===== config.mk =====
export PLATFORM = sky130hd
export DESIGN_NAME = tgc_trace_gate
export DESIGN_NICKNAME = d
export VERILOG_FILES = /design/src/rtl/tgc_pkg.sv /design/src/rtl/tgc_blk_acc.sv /design/src/rtl/tgc_trace_gate.sv
export SDC_FILE = /design/constraint.sdc
export NUM_CORES = 1
export LEC_CHECK = 0
export BUFFER_PORTS_ARGS = -buffer_cell sky130_fd_sc_hd__buf_2
export CAP_MARGIN = 0
export CORE_MARGIN = 3
export CORE_UTILIZATION = 60
export CTS_BUF_LIST = sky130_fd_sc_hd__clkbuf_8 sky130_fd_sc_hd__clkbuf_16
export DETAILED_ROUTE_END_ITERATION = 8
export PLACE_DENSITY = 0.84
export SETUP_SLACK_MARGIN = 0.4
export SYNTH_ARGS = -nofsm -noshare
export SYNTH_HDL_FRONTEND = slang
export SYNTH_SLANG_ARGS = --single-unit

===== constraint.sdc =====
create_clock -name i_clk -period 23.9 [get_ports i_clk]
set_input_delay 1.195 -clock i_clk [delete_from_list [all_inputs] [get_ports i_clk]]
set_output_delay 1.195 -clock i_clk [all_outputs]
set_load 0.05 [all_outputs]

===== src/rtl/tgc_pkg.sv =====
// Purpose : shared constants and carriers for the trace gate control block
// Assumes : 32-bit avalon-mm register port, one clock
// Notes   : offsets are byte addresses, one aligned word per register

package tgc_pkg;

   // -------------------------------------------------------------------
   // sizes
   // -------------------------------------------------------------------
   localparam int TGC_NSAC = 16;
   localparam int TGC_NARC = 8;
   localparam int TGC_NWP  = 8;
   localparam int TGC_AW   = 32;
   localparam int TGC_DW   = 32;
   localparam int TGC_BAW  = 6;

   // -------------------------------------------------------------------
   // register offsets
   // -------------------------------------------------------------------
   localparam logic [TGC_BAW-1:0] TGC_OFS_CTRL  = 6'h00;
   localparam logic [TGC_BAW-1:0] TGC_OFS_SSSEL = 6'h04;
   localparam logic [TGC_BAW-1:0] TGC_OFS_WPSEL = 6'h08;
   localparam logic [TGC_BAW-1:0] TGC_OFS_EVT   = 6'h0C;
   localparam logic [TGC_BAW-1:0] TGC_OFS_RNG   = 6'h10;
   localparam logic [TGC_BAW-1:0] TGC_OFS_STAT  = 6'h14;

   // -------------------------------------------------------------------
   // field positions
   // -------------------------------------------------------------------
   localparam int TGC_B_HOLD  = 0;
   localparam int TGC_B_EXCL  = 1;
   localparam int TGC_B_SSEN  = 2;
   localparam int TGC_B_LOCK  = 3;
   localparam int TGC_B_EVUSE = 0;
   localparam int TGC_STOP_LSB = 16;
   localparam int TGC_S_GATE  = 0;
   localparam int TGC_S_LATCH = 1;
   localparam int TGC_S_INHIB = 2;
   localparam int TGC_S_KILL  = 3;
   localparam int TGC_S_WSTA  = 4;
   localparam int TGC_S_WSTO  = 5;

   // -------------------------------------------------------------------
   // reset values
   // -------------------------------------------------------------------
   localparam logic [TGC_DW-1:0] TGC_CTRL_RST = 32'h0000_0001;
   localparam logic [TGC_DW-1:0] TGC_ZERO     = 32'h0000_0000;

   // -------------------------------------------------------------------
   // carriers
   // -------------------------------------------------------------------
   typedef struct packed {
      logic              waypoint;
      logic              bytecode;
      logic              dbg_halt;
      logic              prohibit;
      logic              power_down;
      logic              enable_event;
      logic [TGC_AW-1:0] dest_addr;
   } tgc_core_t;

   typedef struct packed {
      logic              gate;
      logic              block_trace;
      logic              isync;
      logic              latch;
      logic [TGC_AW-1:0] isync_addr;
   } tgc_trace_t;

endpackage


===== src/rtl/tgc_blk_acc.sv =====
// Purpose : gathers start and stop hits seen anywhere inside one block
// Assumes : i_close marks the waypoint that ends the block
// Notes   : a hit in the closing cycle still counts for the closing block

`timescale 1ns/1ps
`default_nettype none

module tgc_blk_acc #(
   parameter int W = 8
) (
   input  wire logic         i_clk,
   input  wire logic         i_sys_rst,
   input  wire logic [W-1:0] i_hit,
   input  wire logic [W-1:0] i_sel_start,
   input  wire logic [W-1:0] i_sel_stop,
   input  wire logic         i_close,
   output logic              o_start,
   output logic              o_stop,
   output logic              o_pend_start,
   output logic              o_pend_stop
);

   logic start_ff;
   logic stop_ff;
   logic now_start;
   logic now_stop;

   assign now_start = |(i_hit & i_sel_start);
   assign now_stop  = |(i_hit & i_sel_stop);

   // many hits in one block collapse into one start and one stop
   assign o_start = start_ff | now_start;
   assign o_stop  = stop_ff | now_stop;
   assign o_pend_start = start_ff;
   assign o_pend_stop  = stop_ff;

   always_ff @(posedge i_clk or posedge i_sys_rst) begin
      if (i_sys_rst) begin
         start_ff <= 1'b0;
      end else if (i_close) begin
         start_ff <= 1'b0;
      end else if (now_start) begin
         start_ff <= 1'b1;
      end
   end

   always_ff @(posedge i_clk or posedge i_sys_rst) begin
      if (i_sys_rst) begin
         stop_ff <= 1'b0;
      end else if (i_close) begin
         stop_ff <= 1'b0;
      end else if (now_stop) begin
         stop_ff <= 1'b1;
      end
   end

endmodule // tgc_blk_acc

`default_nettype wire


===== src/rtl/tgc_trace_gate.sv =====
// Purpose : trace gate control, decides per waypoint block whether to trace
// Assumes : core signals share i_clk; comparator hits valid at waypoint
// Notes   : registers over avalon-mm, one wait state per access
//
// Operation
// - gate activation between waypoints takes effect at the next waypoint.
// - on gate rising, emit sync pulse carrying the traced block start address.
// - no start while hold bit set, bytecode state, debug halt or prohibited.
// - gate drops only at a waypoint, except on a kill, so blocks are whole unless killed.
// - hold bit, save-restore lock or power down stop trace at once.
// - any traced instruction in a block means the whole block is traced.
// - latch set by selected start, held until selected stop; enables gate.
// - start and stop chosen per address match and per watchpoint input.
// - address stop keeps latch on for that block, clears at waypoint.
// - one to eight watchpoint inputs, driven by processor range outputs.
// - a block holding a start point is traced.
// - stop block traced; next block untraced unless it holds a new start.
// - start and stop in one block: on for block, off afterwards.
// - several starts act as one start, several stops as one stop.
// - include mode traces blocks touching any selected range.
// - exclude mode drops a block only if a selected range covers it.
// - only event-driven or context-linked changes may be imprecise.
// - address matches are evaluated only at waypoints.
// - trace needs event, latch on or unused, and range condition met.
// - latch output always available as a resource.
//
// The implementer's own choices: the register offsets and register access over Avalon-MM.

`timescale 1ns/1ps
`default_nettype none

module tgc_trace_gate
   import tgc_pkg::*;
#(
   parameter int NSAC = tgc_pkg::TGC_NSAC,
   parameter int NARC = tgc_pkg::TGC_NARC,
   parameter int NWP  = tgc_pkg::TGC_NWP
) (
   input  wire logic                       i_clk,
   input  wire logic                       i_sys_rst,
   input  wire logic [tgc_pkg::TGC_BAW-1:0] i_avs_address,
   input  wire logic                       i_avs_read,
   input  wire logic                       i_avs_write,
   input  wire logic [tgc_pkg::TGC_DW-1:0] i_avs_writedata,
   input  wire logic [3:0]                 i_avs_byteenable,
   output logic      [tgc_pkg::TGC_DW-1:0] o_avs_readdata,
   output logic                            o_avs_waitrequest,
   input  wire tgc_pkg::tgc_core_t         i_core,
   input  wire logic [NSAC-1:0]            i_single_addr_match,
   input  wire logic [NARC-1:0]            i_addr_range_match,
   input  wire logic [NARC-1:0]            i_addr_range_cover,
   input  wire logic [NWP-1:0]             i_watchpoint_range_out,
   output tgc_pkg::tgc_trace_t             o_trace
);

   // -------------------------------------------------------------------
   // helpers
   // -------------------------------------------------------------------
   function automatic logic [TGC_DW-1:0] be_merge(
      input logic [TGC_DW-1:0] old_v,
      input logic [TGC_DW-1:0] new_v,
      input logic [3:0]        be
   );
      logic [TGC_DW-1:0] r;
      r = old_v;
      for (int b = 0; b < 4; b++) begin
         if (be[b]) begin
            r[b*8 +: 8] = new_v[b*8 +: 8];
         end
      end
      return r;
   endfunction

   function automatic logic is_reg(
      input logic [TGC_BAW-1:0] a,
      input logic [TGC_BAW-1:0] ofs
   );
      return a == ofs;
   endfunction

   // -------------------------------------------------------------------
   // register port
   // -------------------------------------------------------------------
   logic              ack_ff;
   logic              req;
   logic              wr_now;
   logic [TGC_DW-1:0] rd_ff;
   logic [TGC_DW-1:0] nxt_rd;
   logic [TGC_DW-1:0] trace_gate_control_reg_ff;
   logic [TGC_DW-1:0] startstop_select_reg_ff;
   logic [TGC_DW-1:0] watchpoint_startstop_select_reg_ff;
   logic [TGC_DW-1:0] trace_gate_event_reg_ff;
   logic [TGC_DW-1:0] range_select_reg_ff;
   logic [TGC_DW-1:0] status_word;

   // one wait state: the answer is ready at the second edge
   assign req               = i_avs_read | i_avs_write;
   assign o_avs_waitrequest = req & ~ack_ff;
   assign wr_now            = i_avs_write & ack_ff;
   assign o_avs_readdata    = rd_ff;

   always_ff @(posedge i_clk or posedge i_sys_rst) begin
      if (i_sys_rst) begin
         ack_ff <= 1'b0;
      end else begin
         ack_ff <= req & ~ack_ff;
      end
   end

   always_comb begin
      nxt_rd = TGC_ZERO;
      unique case (1'b1)
         is_reg(i_avs_address, TGC_OFS_CTRL):
            nxt_rd = trace_gate_control_reg_ff;
         is_reg(i_avs_address, TGC_OFS_SSSEL):
            nxt_rd = startstop_select_reg_ff;
         is_reg(i_avs_address, TGC_OFS_WPSEL):
            nxt_rd = watchpoint_startstop_select_reg_ff;
         is_reg(i_avs_address, TGC_OFS_EVT):
            nxt_rd = trace_gate_event_reg_ff;
         is_reg(i_avs_address, TGC_OFS_RNG):
            nxt_rd = range_select_reg_ff;
         is_reg(i_avs_address, TGC_OFS_STAT):
            nxt_rd = status_word;
         default:
            nxt_rd = TGC_ZERO;
      endcase
   end

   always_ff @(posedge i_clk or posedge i_sys_rst) begin
      if (i_sys_rst) begin
         rd_ff <= TGC_ZERO;
      end else if (i_avs_read & ~ack_ff) begin
         rd_ff <= nxt_rd;
      end
   end

   always_ff @(posedge i_clk or posedge i_sys_rst) begin
      if (i_sys_rst) begin
         trace_gate_control_reg_ff <= TGC_CTRL_RST;
      end else if (wr_now & is_reg(i_avs_address, TGC_OFS_CTRL)) begin
         trace_gate_control_reg_ff <= be_merge(trace_gate_control_reg_ff,
            i_avs_writedata, i_avs_byteenable);
      end
   end

   always_ff @(posedge i_clk or posedge i_sys_rst) begin
      if (i_sys_rst) begin
         startstop_select_reg_ff <= TGC_ZERO;
      end else if (wr_now & is_reg(i_avs_address, TGC_OFS_SSSEL)) begin
         startstop_select_reg_ff <= be_merge(startstop_select_reg_ff,
            i_avs_writedata, i_avs_byteenable);
      end
   end

   always_ff @(posedge i_clk or posedge i_sys_rst) begin
      if (i_sys_rst) begin
         watchpoint_startstop_select_reg_ff <= TGC_ZERO;
      end else if (wr_now & is_reg(i_avs_address, TGC_OFS_WPSEL)) begin
         watchpoint_startstop_select_reg_ff <= be_merge(
            watchpoint_startstop_select_reg_ff,
            i_avs_writedata, i_avs_byteenable);
      end
   end

   always_ff @(posedge i_clk or posedge i_sys_rst) begin
      if (i_sys_rst) begin
         trace_gate_event_reg_ff <= TGC_ZERO;
      end else if (wr_now & is_reg(i_avs_address, TGC_OFS_EVT)) begin
         trace_gate_event_reg_ff <= be_merge(trace_gate_event_reg_ff,
            i_avs_writedata, i_avs_byteenable);
      end
   end

   always_ff @(posedge i_clk or posedge i_sys_rst) begin
      if (i_sys_rst) begin
         range_select_reg_ff <= TGC_ZERO;
      end else if (wr_now & is_reg(i_avs_address, TGC_OFS_RNG)) begin
         range_select_reg_ff <= be_merge(range_select_reg_ff,
            i_avs_writedata, i_avs_byteenable);
      end
   end

   // -------------------------------------------------------------------
   // control fields
   // -------------------------------------------------------------------
   logic            programming_hold_bit;
   logic            excl_mode;
   logic            ss_en;
   logic            save_restore_lock;
   logic            ev_use;
   logic [NSAC-1:0] sam_start_sel;
   logic [NSAC-1:0] sam_stop_sel;
   logic [NWP-1:0]  wp_start_sel;
   logic [NWP-1:0]  wp_stop_sel;
   logic [NARC-1:0] rng_sel;

   assign programming_hold_bit = trace_gate_control_reg_ff[TGC_B_HOLD];
   assign excl_mode         = trace_gate_control_reg_ff[TGC_B_EXCL];
   assign ss_en             = trace_gate_control_reg_ff[TGC_B_SSEN];
   assign save_restore_lock = trace_gate_control_reg_ff[TGC_B_LOCK];
   assign ev_use            = trace_gate_event_reg_ff[TGC_B_EVUSE];
   assign sam_start_sel = startstop_select_reg_ff[NSAC-1:0];
   assign sam_stop_sel  =
      startstop_select_reg_ff[TGC_STOP_LSB +: NSAC];
   assign wp_start_sel  = watchpoint_startstop_select_reg_ff[NWP-1:0];
   assign wp_stop_sel   =
      watchpoint_startstop_select_reg_ff[TGC_STOP_LSB +: NWP];
   assign rng_sel       = range_select_reg_ff[NARC-1:0];

   // -------------------------------------------------------------------
   // start / stop gathering per block
   // -------------------------------------------------------------------
   logic wpt;
   logic wp_start;
   logic wp_stop;
   logic wp_pend_start;
   logic wp_pend_stop;
   logic blk_start;
   logic blk_stop;

   assign wpt = i_core.waypoint;

   // watchpoints may fire mid-block, so they are held until the waypoint
   tgc_blk_acc #(
      .W (NWP)
   ) u_wp_acc (
      .i_clk        (i_clk),
      .i_sys_rst    (i_sys_rst),
      .i_hit        (i_watchpoint_range_out),
      .i_sel_start  (wp_start_sel),
      .i_sel_stop   (wp_stop_sel),
      .i_close      (wpt),
      .o_start      (wp_start),
      .o_stop       (wp_stop),
      .o_pend_start (wp_pend_start),
      .o_pend_stop  (wp_pend_stop)
   );

   // address matches are only looked at in the waypoint cycle
   assign blk_start = wp_start | |(i_single_addr_match & sam_start_sel);
   assign blk_stop  = wp_stop | |(i_single_addr_match & sam_stop_sel);

   // -------------------------------------------------------------------
   // start / stop latch
   // -------------------------------------------------------------------
   logic latch_ff;
   logic nxt_latch;

   always_comb begin
      nxt_latch = latch_ff;
      if (wpt) begin
         if (blk_stop) begin
            nxt_latch = 1'b0;
         end else if (blk_start) begin
            nxt_latch = 1'b1;
         end
      end
   end

   always_ff @(posedge i_clk or posedge i_sys_rst) begin
      if (i_sys_rst) begin
         latch_ff <= 1'b0;
      end else begin
         latch_ff <= nxt_latch;
      end
   end

   // -------------------------------------------------------------------
   // gate decision
   // -------------------------------------------------------------------
   logic ev_seen_ff;
   logic ev_term;
   logic ss_term;
   logic rng_term;
   logic inhibit;
   logic kill;
   logic want;

   // an event seen anywhere in the block counts at its closing waypoint
   always_ff @(posedge i_clk or posedge i_sys_rst) begin
      if (i_sys_rst) begin
         ev_seen_ff <= 1'b0;
      end else if (wpt) begin
         ev_seen_ff <= 1'b0;
      end else if (i_core.enable_event) begin
         ev_seen_ff <= 1'b1;
      end
   end

   assign ev_term = ~ev_use | ev_seen_ff | i_core.enable_event;
   // stop block itself is traced; start block traced too
   assign ss_term = ~ss_en | latch_ff | blk_start;
   // one mode bit serves every selected range
   assign rng_term = excl_mode
      ? ~|(i_addr_range_cover & rng_sel)
      :  |(i_addr_range_match & rng_sel);
   assign inhibit = programming_hold_bit | i_core.bytecode
      | i_core.dbg_halt | i_core.prohibit;
   assign kill = programming_hold_bit | save_restore_lock
      | i_core.power_down;
   assign want = ev_term & ss_term & rng_term;

   // -------------------------------------------------------------------
   // gate and trace outputs
   // -------------------------------------------------------------------
   logic              gate_ff;
   logic              nxt_gate;
   logic              blk_ff;
   logic              isync_ff;
   logic [TGC_AW-1:0] last_dest_ff;
   logic [TGC_AW-1:0] isync_addr_ff;

   always_comb begin
      nxt_gate = gate_ff;
      if (kill) begin
         nxt_gate = 1'b0;
      end else if (wpt) begin
         nxt_gate = want & ~inhibit;
      end
   end

   always_ff @(posedge i_clk or posedge i_sys_rst) begin
      if (i_sys_rst) begin
         gate_ff <= 1'b0;
      end else begin
         gate_ff <= nxt_gate;
      end
   end

   // whole block reported traced at its closing waypoint
   always_ff @(posedge i_clk or posedge i_sys_rst) begin
      if (i_sys_rst) begin
         blk_ff <= 1'b0;
      end else begin
         blk_ff <= wpt & want & ~inhibit & ~kill;
      end
   end

   always_ff @(posedge i_clk or posedge i_sys_rst) begin
      if (i_sys_rst) begin
         isync_ff <= 1'b0;
      end else begin
         isync_ff <= wpt & ~gate_ff & nxt_gate;
      end
   end

   always_ff @(posedge i_clk or posedge i_sys_rst) begin
      if (i_sys_rst) begin
         isync_addr_ff <= TGC_ZERO;
      end else if (wpt & ~gate_ff & nxt_gate) begin
         isync_addr_ff <= last_dest_ff;
      end
   end

   // block start address is the previous waypoint's destination
   always_ff @(posedge i_clk or posedge i_sys_rst) begin
      if (i_sys_rst) begin
         last_dest_ff <= TGC_ZERO;
      end else if (wpt) begin
         last_dest_ff <= i_core.dest_addr;
      end
   end

   assign o_trace.gate        = gate_ff;
   assign o_trace.block_trace = blk_ff;
   assign o_trace.isync       = isync_ff;
   assign o_trace.latch       = latch_ff;
   assign o_trace.isync_addr  = isync_addr_ff;

   // -------------------------------------------------------------------
   // status readback
   // -------------------------------------------------------------------
   always_comb begin
      status_word              = TGC_ZERO;
      status_word[TGC_S_GATE]  = gate_ff;
      status_word[TGC_S_LATCH] = latch_ff;
      status_word[TGC_S_INHIB] = inhibit;
      status_word[TGC_S_KILL]  = kill;
      status_word[TGC_S_WSTA]  = wp_pend_start;
      status_word[TGC_S_WSTO]  = wp_pend_stop;
   end

endmodule // tgc_trace_gate

`default_nettype wire


==> results of run 1 <==
==> report_power, final <==
part | total (uW) | internal (uW) | switching, uW | leakage [uW]
clock network | 433 | 257 | 175 | 0.000470
registers | 495 | 475 | 19.7 | 0.00356
logic | 118 | 40.6 | 77.5 | 0.00284
==> path summary, 6_finish.rpt <==
kind	from	endpoint	cells past startpoint	slack (ns)
max	i_avs_address[3]	trace_gate_control_reg_ff[21]	7	20.59
min	o_avs_readdata[2]	o_avs_readdata[2]	1	0.47
max reg2reg	startstop_select_reg_ff[7]	isync_addr_ff[31]	6	21.33
min reg2reg	o_avs_readdata[2]	o_avs_readdata[2]	1	0.47
max in group asynchronous	i_sys_rst	trace_gate_event_reg_ff[17]	4	20.67
min in group asynchronous	i_sys_rst	last_dest_ff[31]	2	0.81
==> per-stage QoR <==
stage | std cells | hold WS, ns | instance area [sq um] | worst slack (ns)
global route | 1207 | 0.4885 | 13330 | 20.25
detailed placement | 1157 | 0.4601 | 12410 | 20.02
global placement | 1157 | 0.4563 | 12410 | 20.04
floorplan | 770 | 0.4541 | 11300 | 15.44
finish | 1208 | 0.4730 | 13340 | 20.59
CTS | 1207 | 0.4747 | 13330 | 20.58
==> area by class of cell <==
cell class	instances	area, sq um	area share
well taps	229	286.5	0.02148
flip-flops and latches	264	6608	0.4955
inverters	4	22.52	0.001689
multi-input cells	458	4458	0.3343
diodes	1	2.502	0.0001876
repair buffers	202	1036	0.07768
clock buffers	33	758.2	0.05685
clock inverters	17	165.2	0.01238
==> worst max-delay path, stage by stage <==
cell	delay, ns
buf_2	0.12
or4_4	0.57
nor3_4	0.13
buf_4	0.42
and2_1	0.76
nand2_8	0.17
mux2_4	0.35
==> per-layer routing <==
layer / vias to the layer above / part of all wire / routed length [microns] / track usage
met5: - / 0.0012 / 34 / 0
met4: 6 / 0.027 / 756 / 0.09663
met3: 58 / 0.094 / 2673 / 0.06832
met2: 422 / 0.47 / 13420 / 0.4295
met1: 3915 / 0.41 / 11510 / 0.3863
li1: 3348 / - / - / -
==> state kept, by name, summed over array words and instances, names as in the netlist, 32 cells and up <==
| signal | flops |
|---|---|
| trace_gate_control_reg_ff | 32 |
| last_dest_ff | 32 |
| o_avs_readdata | 32 |
| startstop_select_reg_ff | 32 |
| watchpoint_startstop_select_reg_ff | 32 |
| trace_gate_event_reg_ff | 32 |
| isync_addr_ff | 32 |
| range_select_reg_ff | 32 |
==> cell usage in the layout, fill, tap and decap left out, types with 8 or more instances in the layout <==
cell       netlist  layout
nand2_1         26      26
mux2_4          32      32
a22o_1          32      32
mux2_1          30      30
buf_2           10     192
mux2_2         162     162
dfrtp_1        263     263
clkbuf_16        0      27
nand3_1         16      16
nor2_1          11      11
buf_4            5      10
a22oi_1         56      56
a222oi_1        30      30
clkinv_2         0       8
==> cell families (layout without fill, tap and decap cells) <==
family	count (synthesis)	in the layout	synth area share
flip-flops	264	264	0.5850
AO/OA/AOI/OAI	146	146	0.1122
multiplexers	224	224	0.2339
AND/OR/NAND/NOR	88	88	0.04752
buffers and inverters	48	256	0.02138
other	0	1	0
==> out/qor.csv, run 1 <==
stage;metric;value;unit
yosys;number of standard cells after synthesis;770;
yosys;syn_nets;894;
routing;count of antenna-violating nets left after detailed routing;0;
yosys;FF+latch count, synth;264;
clocking;Clock H-tree levels;1;
routing;count of vias placed by the detailed router;7749;
yosys;proportion of synthesized flip-flops having asynchronous set or reset;1.000;
power_and_ir_drop;power density over cell area;78.42;nW/um^2
run_status;run status;completed;
floorplanning;Core ar.;18210;sq um
routing;WL/cell;23.50;microns
power_and_ir_drop;total chip power;1046;uW
yosys;top cells by area, synth;dfrtp_1, mux2_2, mux2_4, a22oi_1, mux2_1;
floorplanning;Horiz. Die Dim;143.2;microns
clocking;later-pin clock latency in the skew report;0.54;ns
sta;Tmin final;3.313;ns
clocking;postcts setup bufs;0;
clocking;clock tree from TritonCTS;built;
clocking;Clock Tree Buf Depth;3;
place;number of buffers added on ports;192;
grt;Total Routing Usage GR;0.2769;
clocking;Resize count post-CTS;0;
yosys;count of distinct cell types in the synthesized netlist;47;
yosys;dominant cell type by area after synthesis;dfrtp_1;
yosys;post-synth top area share;0.5826;
critical_path;Worst Path Max Fanout;33;
floorplanning;overall die area;20510;sq um
place;placed wire-length estimate;18.70;mm
final_layout;share of the core filled with cells in the final layout;0.7324;
clocking;Reg clk slew, reported paths;0.06;ns
floorplanning;number of placed I/O pins;193;
power_and_ir_drop;highest ir drop seen on vdd;0.00007968;V
yosys;mean instance size in the synthesized netlist;14.67;sq um
sta;peak clock frequency supported by timing;0.3019;GHz
routing;initial drt markers;797;
yosys;portion of the post-synthesis area used by sequential elements;0.5850;
grt;maximum number of pins on one net before global-route repair;113;
sta;unrepaired setup endpoints after global routing;no;
clocking;Num Clock Sinks;264;
sta;slew at the pin closest to its max-slew limit;1.041;ns
sta;Total Neg Setup Slack;0;ns
critical_path;data required time of the worst path;24.32;ns
floorplanning;Row Count;49;
routing;number of remaining DRC errors;0;
critical_path;type of the worst setup path;input port to register;
final_layout;Synth-to-Final Area Change;18.07;%
hold_path;classification of the worst-slack hold path;register to register;
floorplanning;Starting Density;0.6204;
yosys;most used standard cell by instance count after synthesis;dfrtp_1;
critical_path;Setup crit start kind;input port;
flow_run;number of violations of the max-capacitance limit;0;
place;Routability Congestion;0.9130;
final_layout;fraction of final layout cells with drive strength greater than 1;0.4765;
floorplanning;die outline height;143.2;microns
yosys;Mapped Area;11300;sq um
sta;total count of max-transition violations in the final report;0;
sta;# setup viols final;0;
sta;period utilization;0.1386;
clocking;master cell of the clock root buffer;clkbuf_16;
final_layout;number of nets in the layout;1081;
routing;via count normalized by instance count;6.415;
clocking;number of hold buffers added after cts;0;
grt;vias in the first global route;7891;
yosys;Post-synth EDFFs;0;
grt;global route overflow;0;
clocking;CTS buffer count;27;
critical_path;Critical Path Sink Type;register;
final_layout;Fillers;1156;
power_and_ir_drop;Leak Pwr;0.006876;uW
sta;Max Clock Skew;0.01298;ns
routing;Pre-antenna DRT Iters;6;
sta;Hold Fails Final Rpt;0;
critical_path;CP Data Arrival Time;3.73;ns
grt;antenna violations before repair;3;
yosys;Warnings, synthesis;0;
grt;global-route wire length before repair;44.24;mm
sta;Relative slew margins;0.3059;
routing;Total Wirelength;28.39;mm
yosys;most instantiated flip-flop cell in the synthesis netlist;dfrtp_1;
yosys;list of most frequent post-synthesis cells;dfrtp_1, mux2_2, a22oi_1;
No activity file was read; power rests on OpenSTA's default activity.
==> inputs of run 2 (changes only) <==
ABC_AREA = 1   (was not set)
CORE_UTILIZATION = 56   (was 60)
PLACE_DENSITY = 0.79   (was 0.84)
clock period = 3.1 ns   (was 23.9 ns; I/O delays follow)
==> run 2 against run 1 <==
Net effect: die area is 8.6% higher; first-iteration DRC count up 0.75%; final cell count up 59%; area after synthesis increased by 1.7%; clock skew fell by 0.0021 ns; highest routed layer is now met4; power grew to 7.5 times the previous value; design area grew 6.8%; utilization is 1.3 points lower; critical path depth up 3; count of clock-buffer cells in the layout up 4; via count increased by 36%.
==> out/qor.csv, run 2 <==
stage;metric;value;unit;change
yosys;post-synth top area share;0.5729;;was 0.5826
critical_path;Setup crit start kind;register;;was input port
sta;Max Clock Skew;0.01086;ns;was 0.01298 ns
sta;unrepaired setup endpoints after global routing;no;;unchanged
power_and_ir_drop;Leak Pwr;0.007476;uW;was 0.006876 uW
final_layout;finished layout cell area;14240;sq um;was 13340 sq um
routing;via count normalized by instance count;5.497;;was 6.415
critical_path;largest stage delay on the critical path;0.68;ns;was 0.76 ns
critical_path;Worst Path Max Fanout;34;;was 33
clocking;Reg clk slew, reported paths;0.06;ns;about the same
yosys;top cells by area, synth;dfrtp_1, nand2_1, o21ai_1, o21ai_0, nand4_1;;was dfrtp_1, mux2_2, mux2_4, a22oi_1, mux2_1
floorplanning;Horiz. Die Dim;149.2;microns;was 143.2 microns
place;Routability Congestion;0.9288;;was 0.9130
clocking;Clock H-tree levels;1;;unchanged
sta;slew at the pin closest to its max-slew limit;0.7905;ns;was 1.041 ns
critical_path;data required time of the worst path;3.50;ns;was 24.32 ns
hold_path;critical hold path startpoint;i_watchpoint_range_out[6];;was o_avs_readdata[2]
sta;total count of max-transition violations in the final report;0;;unchanged
grt;Total Routing Usage GR;0.2974;;was 0.2769
place;number of buffers added on ports;192;;unchanged
yosys;FF+latch count, synth;264;;unchanged
yosys;dominant cell type by area after synthesis;dfrtp_1;;unchanged
yosys;list of most frequent post-synthesis cells;nand2_1, dfrtp_1, o21ai_1;;was dfrtp_1, mux2_2, a22oi_1
grt;maximum number of pins on one net before global-route repair;76;;was 113
yosys;Warnings, synthesis;0;;unchanged
hold_path;worst hold path cell count;5;;was 1
final_layout;commonest non-fill, non-tap cells in the layout;nand2_1, dfrtp_1, buf_2;;was dfrtp_1, buf_2, mux2_2
clocking;Clock Tree Buf Depth;3;;unchanged
power_and_ir_drop;power density over cell area;548.5;nW/um^2;was 78.42 nW/um^2
yosys;most instantiated flip-flop cell in the synthesis netlist;dfrtp_1;;unchanged
critical_path;type of the worst setup path;register to register;;was input port to register
yosys;portion of the post-synthesis area used by sequential elements;0.5751;;was 0.5850
place;pre-CTS WS;0.8165;ns;was 20.02 ns
routing;number of remaining DRC errors;0;;unchanged
final_layout;Synth-to-Final Area Change;23.93;%;was 18.07%
floorplanning;overall die area;22270;sq um;was 20510 sq um
clocking;later-pin clock latency in the skew report;0.53;ns;was 0.54 ns
final_layout;Fillers;1496;;was 1156
floorplanning;Row Count;51;;was 49
grt;global route overflow;0;;unchanged
routing;Pre-antenna DRT Iters;6;;unchanged
critical_path;Critical Path Sink Type;register;;unchanged
place;Area after DPL;12650;sq um;was 12410 sq um
sta;# setup viols final;0;;unchanged
grt;antenna violations before repair;0;;was 3
final_layout;fraction of final layout cells with drive strength greater than 1;0.1754;;was 0.4765
sta;period utilization;0.7818;;
sta;worst-case setup margin in the final layout;0.6766;ns;was 20.59 ns
critical_path;crit path cell chain;nand2_1 -> nand2_1 -> nor2_1 -> nand2_1 -> nor2_1 -> nand3_1 -> buf_4 -> nand3_2 -> nand2_1 -> nand2_1;;was buf_2 -> or4_4 -> nor3_4 -> buf_4 -> and2_1 -> nand2_8 -> mux2_4
critical_path;number of cells on the worst reg-to-reg path;10;;was 6
floorplanning;die outline height;149.2;microns;was 143.2 microns
final_layout;share of the core filled with cells in the final layout;0.7197;;was 0.7324
hold_path;classification of the worst-slack hold path;input port to register;;was register to register
routing;count of vias placed by the detailed router;10540;;was 7749
yosys;syn_nets;1515;;was 894
clocking;Num Clock Sinks;264;;unchanged
yosys;proportion of synthesized flip-flops having asynchronous set or reset;1.000;;unchanged
floorplanning;Core ar.;19780;sq um;was 18210 sq um
routing;Total Wirelength;33.14;mm;was 28.39 mm
yosys;Mapped Area;11490;sq um;was 11300 sq um
clocking;CTS buffer count;27;;unchanged
final_layout;leading cell type in the layout, fill and taps excluded;nand2_1;;was dfrtp_1
routing;count of antenna-violating nets left after detailed routing;0;;unchanged
clocking;Resize count post-CTS;0;;unchanged
floorplanning;Starting Density;0.5808;;was 0.6204
critical_path;launch point of the critical path;startstop_select_reg_ff[10];;was i_avs_address[3]
critical_path;launch point of the worst reg-to-reg path;startstop_select_reg_ff[10];;was startstop_select_reg_ff[7]
critical_path;most frequent CP cell;nand2_1;;
sta;Relative slew margins;0.4725;;was 0.3059
routing;initial drt markers;803;;was 797
grt;global-route wire length before repair;52.93;mm;was 44.24 mm
critical_path;CP Data Arrival Time;2.82;ns;was 3.73 ns
yosys;Post-synth EDFFs;0;;unchanged
sta;Tmin final;2.423;ns;
routing;WL/cell;17.28;microns;was 23.50 microns
clocking;master cell of the clock root buffer;clkbuf_16;;unchanged
yosys;mean instance size in the synthesized netlist;8.259;sq um;was 14.67 sq um
yosys;most used standard cell by instance count after synthesis;nand2_1;;was dfrtp_1
yosys;number of standard cells after synthesis;1391;;was 770
power_and_ir_drop;highest ir drop seen on vdd;0.0004658;V;was 0.00007968 V
final_layout;number of nets in the layout;1762;;was 1081
clocking;clock tree from TritonCTS;built;;unchanged
sta;peak clock frequency supported by timing;0.4126;GHz;
final_layout;antenna diode count;0;;was 1
grt;vias in the first global route;10270;;was 7891
yosys;count of distinct cell types in the synthesized netlist;24;;was 47
run_status;run status;completed;;unchanged
sta;Hold Fails Final Rpt;0;;unchanged
flow_run;number of violations of the max-capacitance limit;0;;unchanged
critical_path;cell with the biggest individual delay on the critical path;nand3_2;;was and2_1
place;placed wire-length estimate;21.79;mm;was 18.70 mm
floorplanning;number of placed I/O pins;193;;unchanged
-- run 2: cell count changes after synthesis, moves of 19 or more --
cell	change
a21oi_1	+22
a222oi_1	-30
a22o_1	-32
a22oi_1	-56
buf_2	+19
inv_1	+56
mux2_1	-30
mux2_2	-162
mux2_4	-32
nand2_1	+606
nand4_1	+48
nor2_1	+35
o21ai_0	+77
o21ai_1	+97
-- run 2: routing by layer --
layer / track usage / up-vias / wire length, microns
li1: - / 4945 / -
met1: 0.4035 / 4988 / 13190
met2: 0.4915 / 509 / 16040
met3: 0.04558 / 101 / 2644
met4: 0.1085 / 0 / 1265
met5: 0 / - / 0
-- run 2: cell families after synthesis --
group	Yosys count	synth area share
DFF	264	0.5751
buffers and inverters	129	0.04923
AOI/OAI and AO/OA	205	0.08930
and+or+nand+nor	793	0.2863
-- run 2: cell type report --
class	instances	area, sq um	share of cell area
sequential	264	6608	0.4641
multi-input combinational	998	4327	0.3039
timing repair buffer	282	1854	0.1302
clock buffer	37	813.3	0.05712
tap	265	331.6	0.02329
inverter	65	247.7	0.01740
clock inverter	7	56.30	0.003955
-- run 2: through the flow --
stage / total power [uW] / hold WS (ns) / setup TNS, ns / std cells
after floorplan: 4306 / 0.2674 / -141.42 / 1391
after global placement: 4593 / 0.2650 / 0 / 1802
after detailed placement: 4615 / 0.2646 / 0 / 1802
after CTS: 7836 / 0.04291 / 0 / 1918
after global routing: 8090 / 0.08301 / 0 / 1918
final: 7810 / 0.06704 / 0 / 1918
-- run 2: path summary, 6_finish.rpt --
check	endpoint	slack (ns)
min in group asynchronous	o_avs_readdata[4]	0.26
max in group asynchronous	range_select_reg_ff[11]	2.03
setup reg to reg	isync_addr_ff[1]	0.68
hold / removal	u_wp_acc.o_pend_stop	0.07
setup / recovery	isync_addr_ff[1]	0.68
hold reg to reg	last_dest_ff[29]	0.47
-- run 2: critical path, delay by kind of cell (launching register included) --
kind | cells | cell delay [ns]
buf+inv | 1 | 0.37
flops | 1 | 0.37
simple gates | 9 | 1.54
-- run 2: report_power, final --
part | switching, uW | total, uW | internal, uW
clock | 1280 | 3170 | 1890
combinational | 594 | 876 | 282
sequential | 128 | 3760 | 3640
-- run 2: repair_timing --
| action | in CTS | in global routing |
|---|---|---|
| hold buffers | 72 | 0 |
| setup buffers | 0 | 0 |
| endpoints found under the hold margin | 188 | 0 |
==> inputs of run 3 (changes only) <==
clock period = 2.53 ns   (was 3.1 ns; I/O delays follow)
==> run 3 against run 2 <==
Net effect: combinational power up 24%; fmax up 26%; clock power up 31%; setup slack worse by 0.074 ns.
==> out/qor.csv, run 3 (synthesized netlist as in run 2, its figures left out) <==
stage;metric;value;unit;change
run_status;run status;completed;;unchanged
critical_path;CP Data Arrival Time;2.39;ns;was 2.82 ns
sta;Relative slew margins;0.3816;;was 0.4725
clocking;clock tree from TritonCTS;built;;unchanged
grt;antenna violations before repair;0;;unchanged
sta;Tmin final;1.927;ns;was 2.423 ns
place;number of buffers added on ports;192;;unchanged
floorplanning;overall die area;22270;sq um;unchanged
final_layout;antenna diode count;0;;unchanged
final_layout;commonest non-fill, non-tap cells in the layout;nand2_1, dfrtp_1, buf_2;;unchanged
grt;global-route wire length before repair;54.92;mm;was 52.93 mm
sta;peak clock frequency supported by timing;0.5189;GHz;was 0.4126 GHz
final_layout;finished layout cell area;14370;sq um;was 14240 sq um
power_and_ir_drop;power density over cell area;686.2;nW/um^2;was 548.5 nW/um^2
routing;via count normalized by instance count;5.568;;was 5.497
routing;Pre-antenna DRT Iters;6;;unchanged
clocking;number of hold buffers added after cts;72;;unchanged
sta;hold slack;0.01139;ns;was 0.06704 ns
routing;number of remaining DRC errors;0;;unchanged
grt;maximum number of pins on one net before global-route repair;67;;was 76
clocking;Reg clk slew, reported paths;0.06;ns;about the same
critical_path;data required time of the worst path;2.99;ns;was 3.50 ns
final_layout;number of nets in the layout;1768;;was 1762
grt;Total Routing Usage GR;0.3078;;was 0.2974
clocking;Clock Tree Buf Depth;3;;unchanged
routing;count of antenna-violating nets left after detailed routing;0;;unchanged
clocking;CTS buffer count;27;;unchanged
critical_path;type of the worst setup path;register to register;;unchanged
final_layout;leading cell type in the layout, fill and taps excluded;nand2_1;;unchanged
power_and_ir_drop;Leak Pwr;0.007546;uW;was 0.007476 uW
clocking;master cell of the clock root buffer;clkbuf_16;;unchanged
clocking;Clock H-tree levels;1;;unchanged
critical_path;Critical Path Sink Type;register;;unchanged
floorplanning;die outline height;149.2;microns;unchanged
grt;global route overflow;0;;unchanged
floorplanning;Row Count;51;;unchanged
clocking;Num Clock Sinks;264;;unchanged
place;Area after DPL;12700;sq um;was 12650 sq um
sta;Max Clock Skew;0.01798;ns;was 0.01086 ns
sta;slew at the pin closest to its max-slew limit;0.9267;ns;was 0.7905 ns
floorplanning;number of placed I/O pins;193;;unchanged
routing;WL/cell;17.69;microns;was 17.28 microns
critical_path;Worst Path Max Fanout;33;;was 34
sta;period utilization;0.7617;;was 0.7818
final_layout;fraction of final layout cells with drive strength greater than 1;0.1814;;was 0.1754
floorplanning;Core ar.;19780;sq um;unchanged
final_layout;Synth-to-Final Area Change;25.06;%;was 23.93%
routing;count of vias placed by the detailed router;10750;;was 10540
clocking;postcts setup bufs;0;;unchanged
power_and_ir_drop;highest ir drop seen on vdd;0.0006077;V;was 0.0004658 V
floorplanning;Horiz. Die Dim;149.2;microns;unchanged
place;Routability Congestion;0.8664;;was 0.9288
grt;vias in the first global route;10690;;was 10270
clocking;Resize count post-CTS;0;;unchanged
sta;total count of max-transition violations in the final report;0;;unchanged
flow_run;number of violations of the max-capacitance limit;0;;unchanged
final_layout;share of the core filled with cells in the final layout;0.7263;;was 0.7197
floorplanning;Starting Density;0.5808;;unchanged
clocking;later-pin clock latency in the skew report;0.54;ns;was 0.53 ns
sta;Hold Fails Final Rpt;0;;unchanged
sta;unrepaired setup endpoints after global routing;no;;unchanged
place;placed wire-length estimate;21.78;mm;was 21.79 mm
critical_path;Setup crit start kind;register;;unchanged
routing;initial drt markers;842;;was 803
routing;Total Wirelength;34.13;mm;was 33.14 mm
power_and_ir_drop;total chip power;9860;uW;was 7810 uW
sta;# setup viols final;0;;unchanged
hold_path;classification of the worst-slack hold path;input port to register;;unchanged
run 3: changes by cell type in the layout (fill, tap and decap cells not counted), sizes merged:
cell      delta
buf          +6
bufinv       +2
clkbuf       -2
clkinv       +3
clkinvlp     +1
inv          +2
run 3: critical path, stage by stage (launching register included):
cell and delay, ns:
dfrtp_1 0.42, nand2_1 0.07, nand2_1 0.05, nor2_1 0.10, nand2_1 0.07, nor2_1 0.24
nand3_1 0.20, nand3_2 0.12, buf_4 0.34, nand2_1 0.14, nand2_1 0.09
run 3: final timing paths:
kind | from | to | slack (ns) | cells after the start
max | watchpoint_startstop_select_reg_ff[2] | isync_addr_ff[31] | 0.60 | 10
min | i_watchpoint_range_out[6] | u_wp_acc.o_pend_stop | 0.01 | 5
max reg2reg | watchpoint_startstop_select_reg_ff[2] | isync_addr_ff[31] | 0.60 | 10
min reg2reg | last_dest_ff[5] | last_dest_ff[5] | 0.47 | 2
max in group asynchronous | i_sys_rst | range_select_reg_ff[0] | 1.42 | 4
min in group asynchronous | i_sys_rst | startstop_select_reg_ff[17] | 0.32 | 3
run 3: layout make-up:
type	instances	area, sq um
sequential	264	6608
fill	1431	5414
multi-input combinational	998	4327
timing repair buffer	288	1912
clock buffer	35	785.8
tap	265	331.6
inverter	65	247.7
clock inverter	15	156.4
run 3: per-layer routing:
metal | global-route usage | vias to the layer above | wire length (microns)
met5 | 0 | - | 0
li1 | - | 4961 | -
met2 | 0.5101 | 582 | 16480
met1 | 0.4132 | 5081 | 13510
met4 | 0.1272 | 0 | 1300
met3 | 0.04163 | 123 | 2841
run 3: stage by stage:
stage | instances | setup TNS (ns) | worst slack [ns]
after floorplan | 1391 | -283.99 | -1.079
after global placement | 1808 | 0 | 0.7855
after detailed placement | 1808 | 0 | 0.7288
after CTS | 1930 | 0 | 0.6607
after global routing | 1930 | 0 | 0.5096
final | 1930 | 0 | 0.6029
run 3: power by group:
group	leakage, uW	switching (uW)	total [uW]	internal [uW]
clock network	0.000481	1660	4160	2490
logic	0.00348	740	1090	350
registers	0.00358	160	4610	4450
total	0.00755	2560	9860	7290
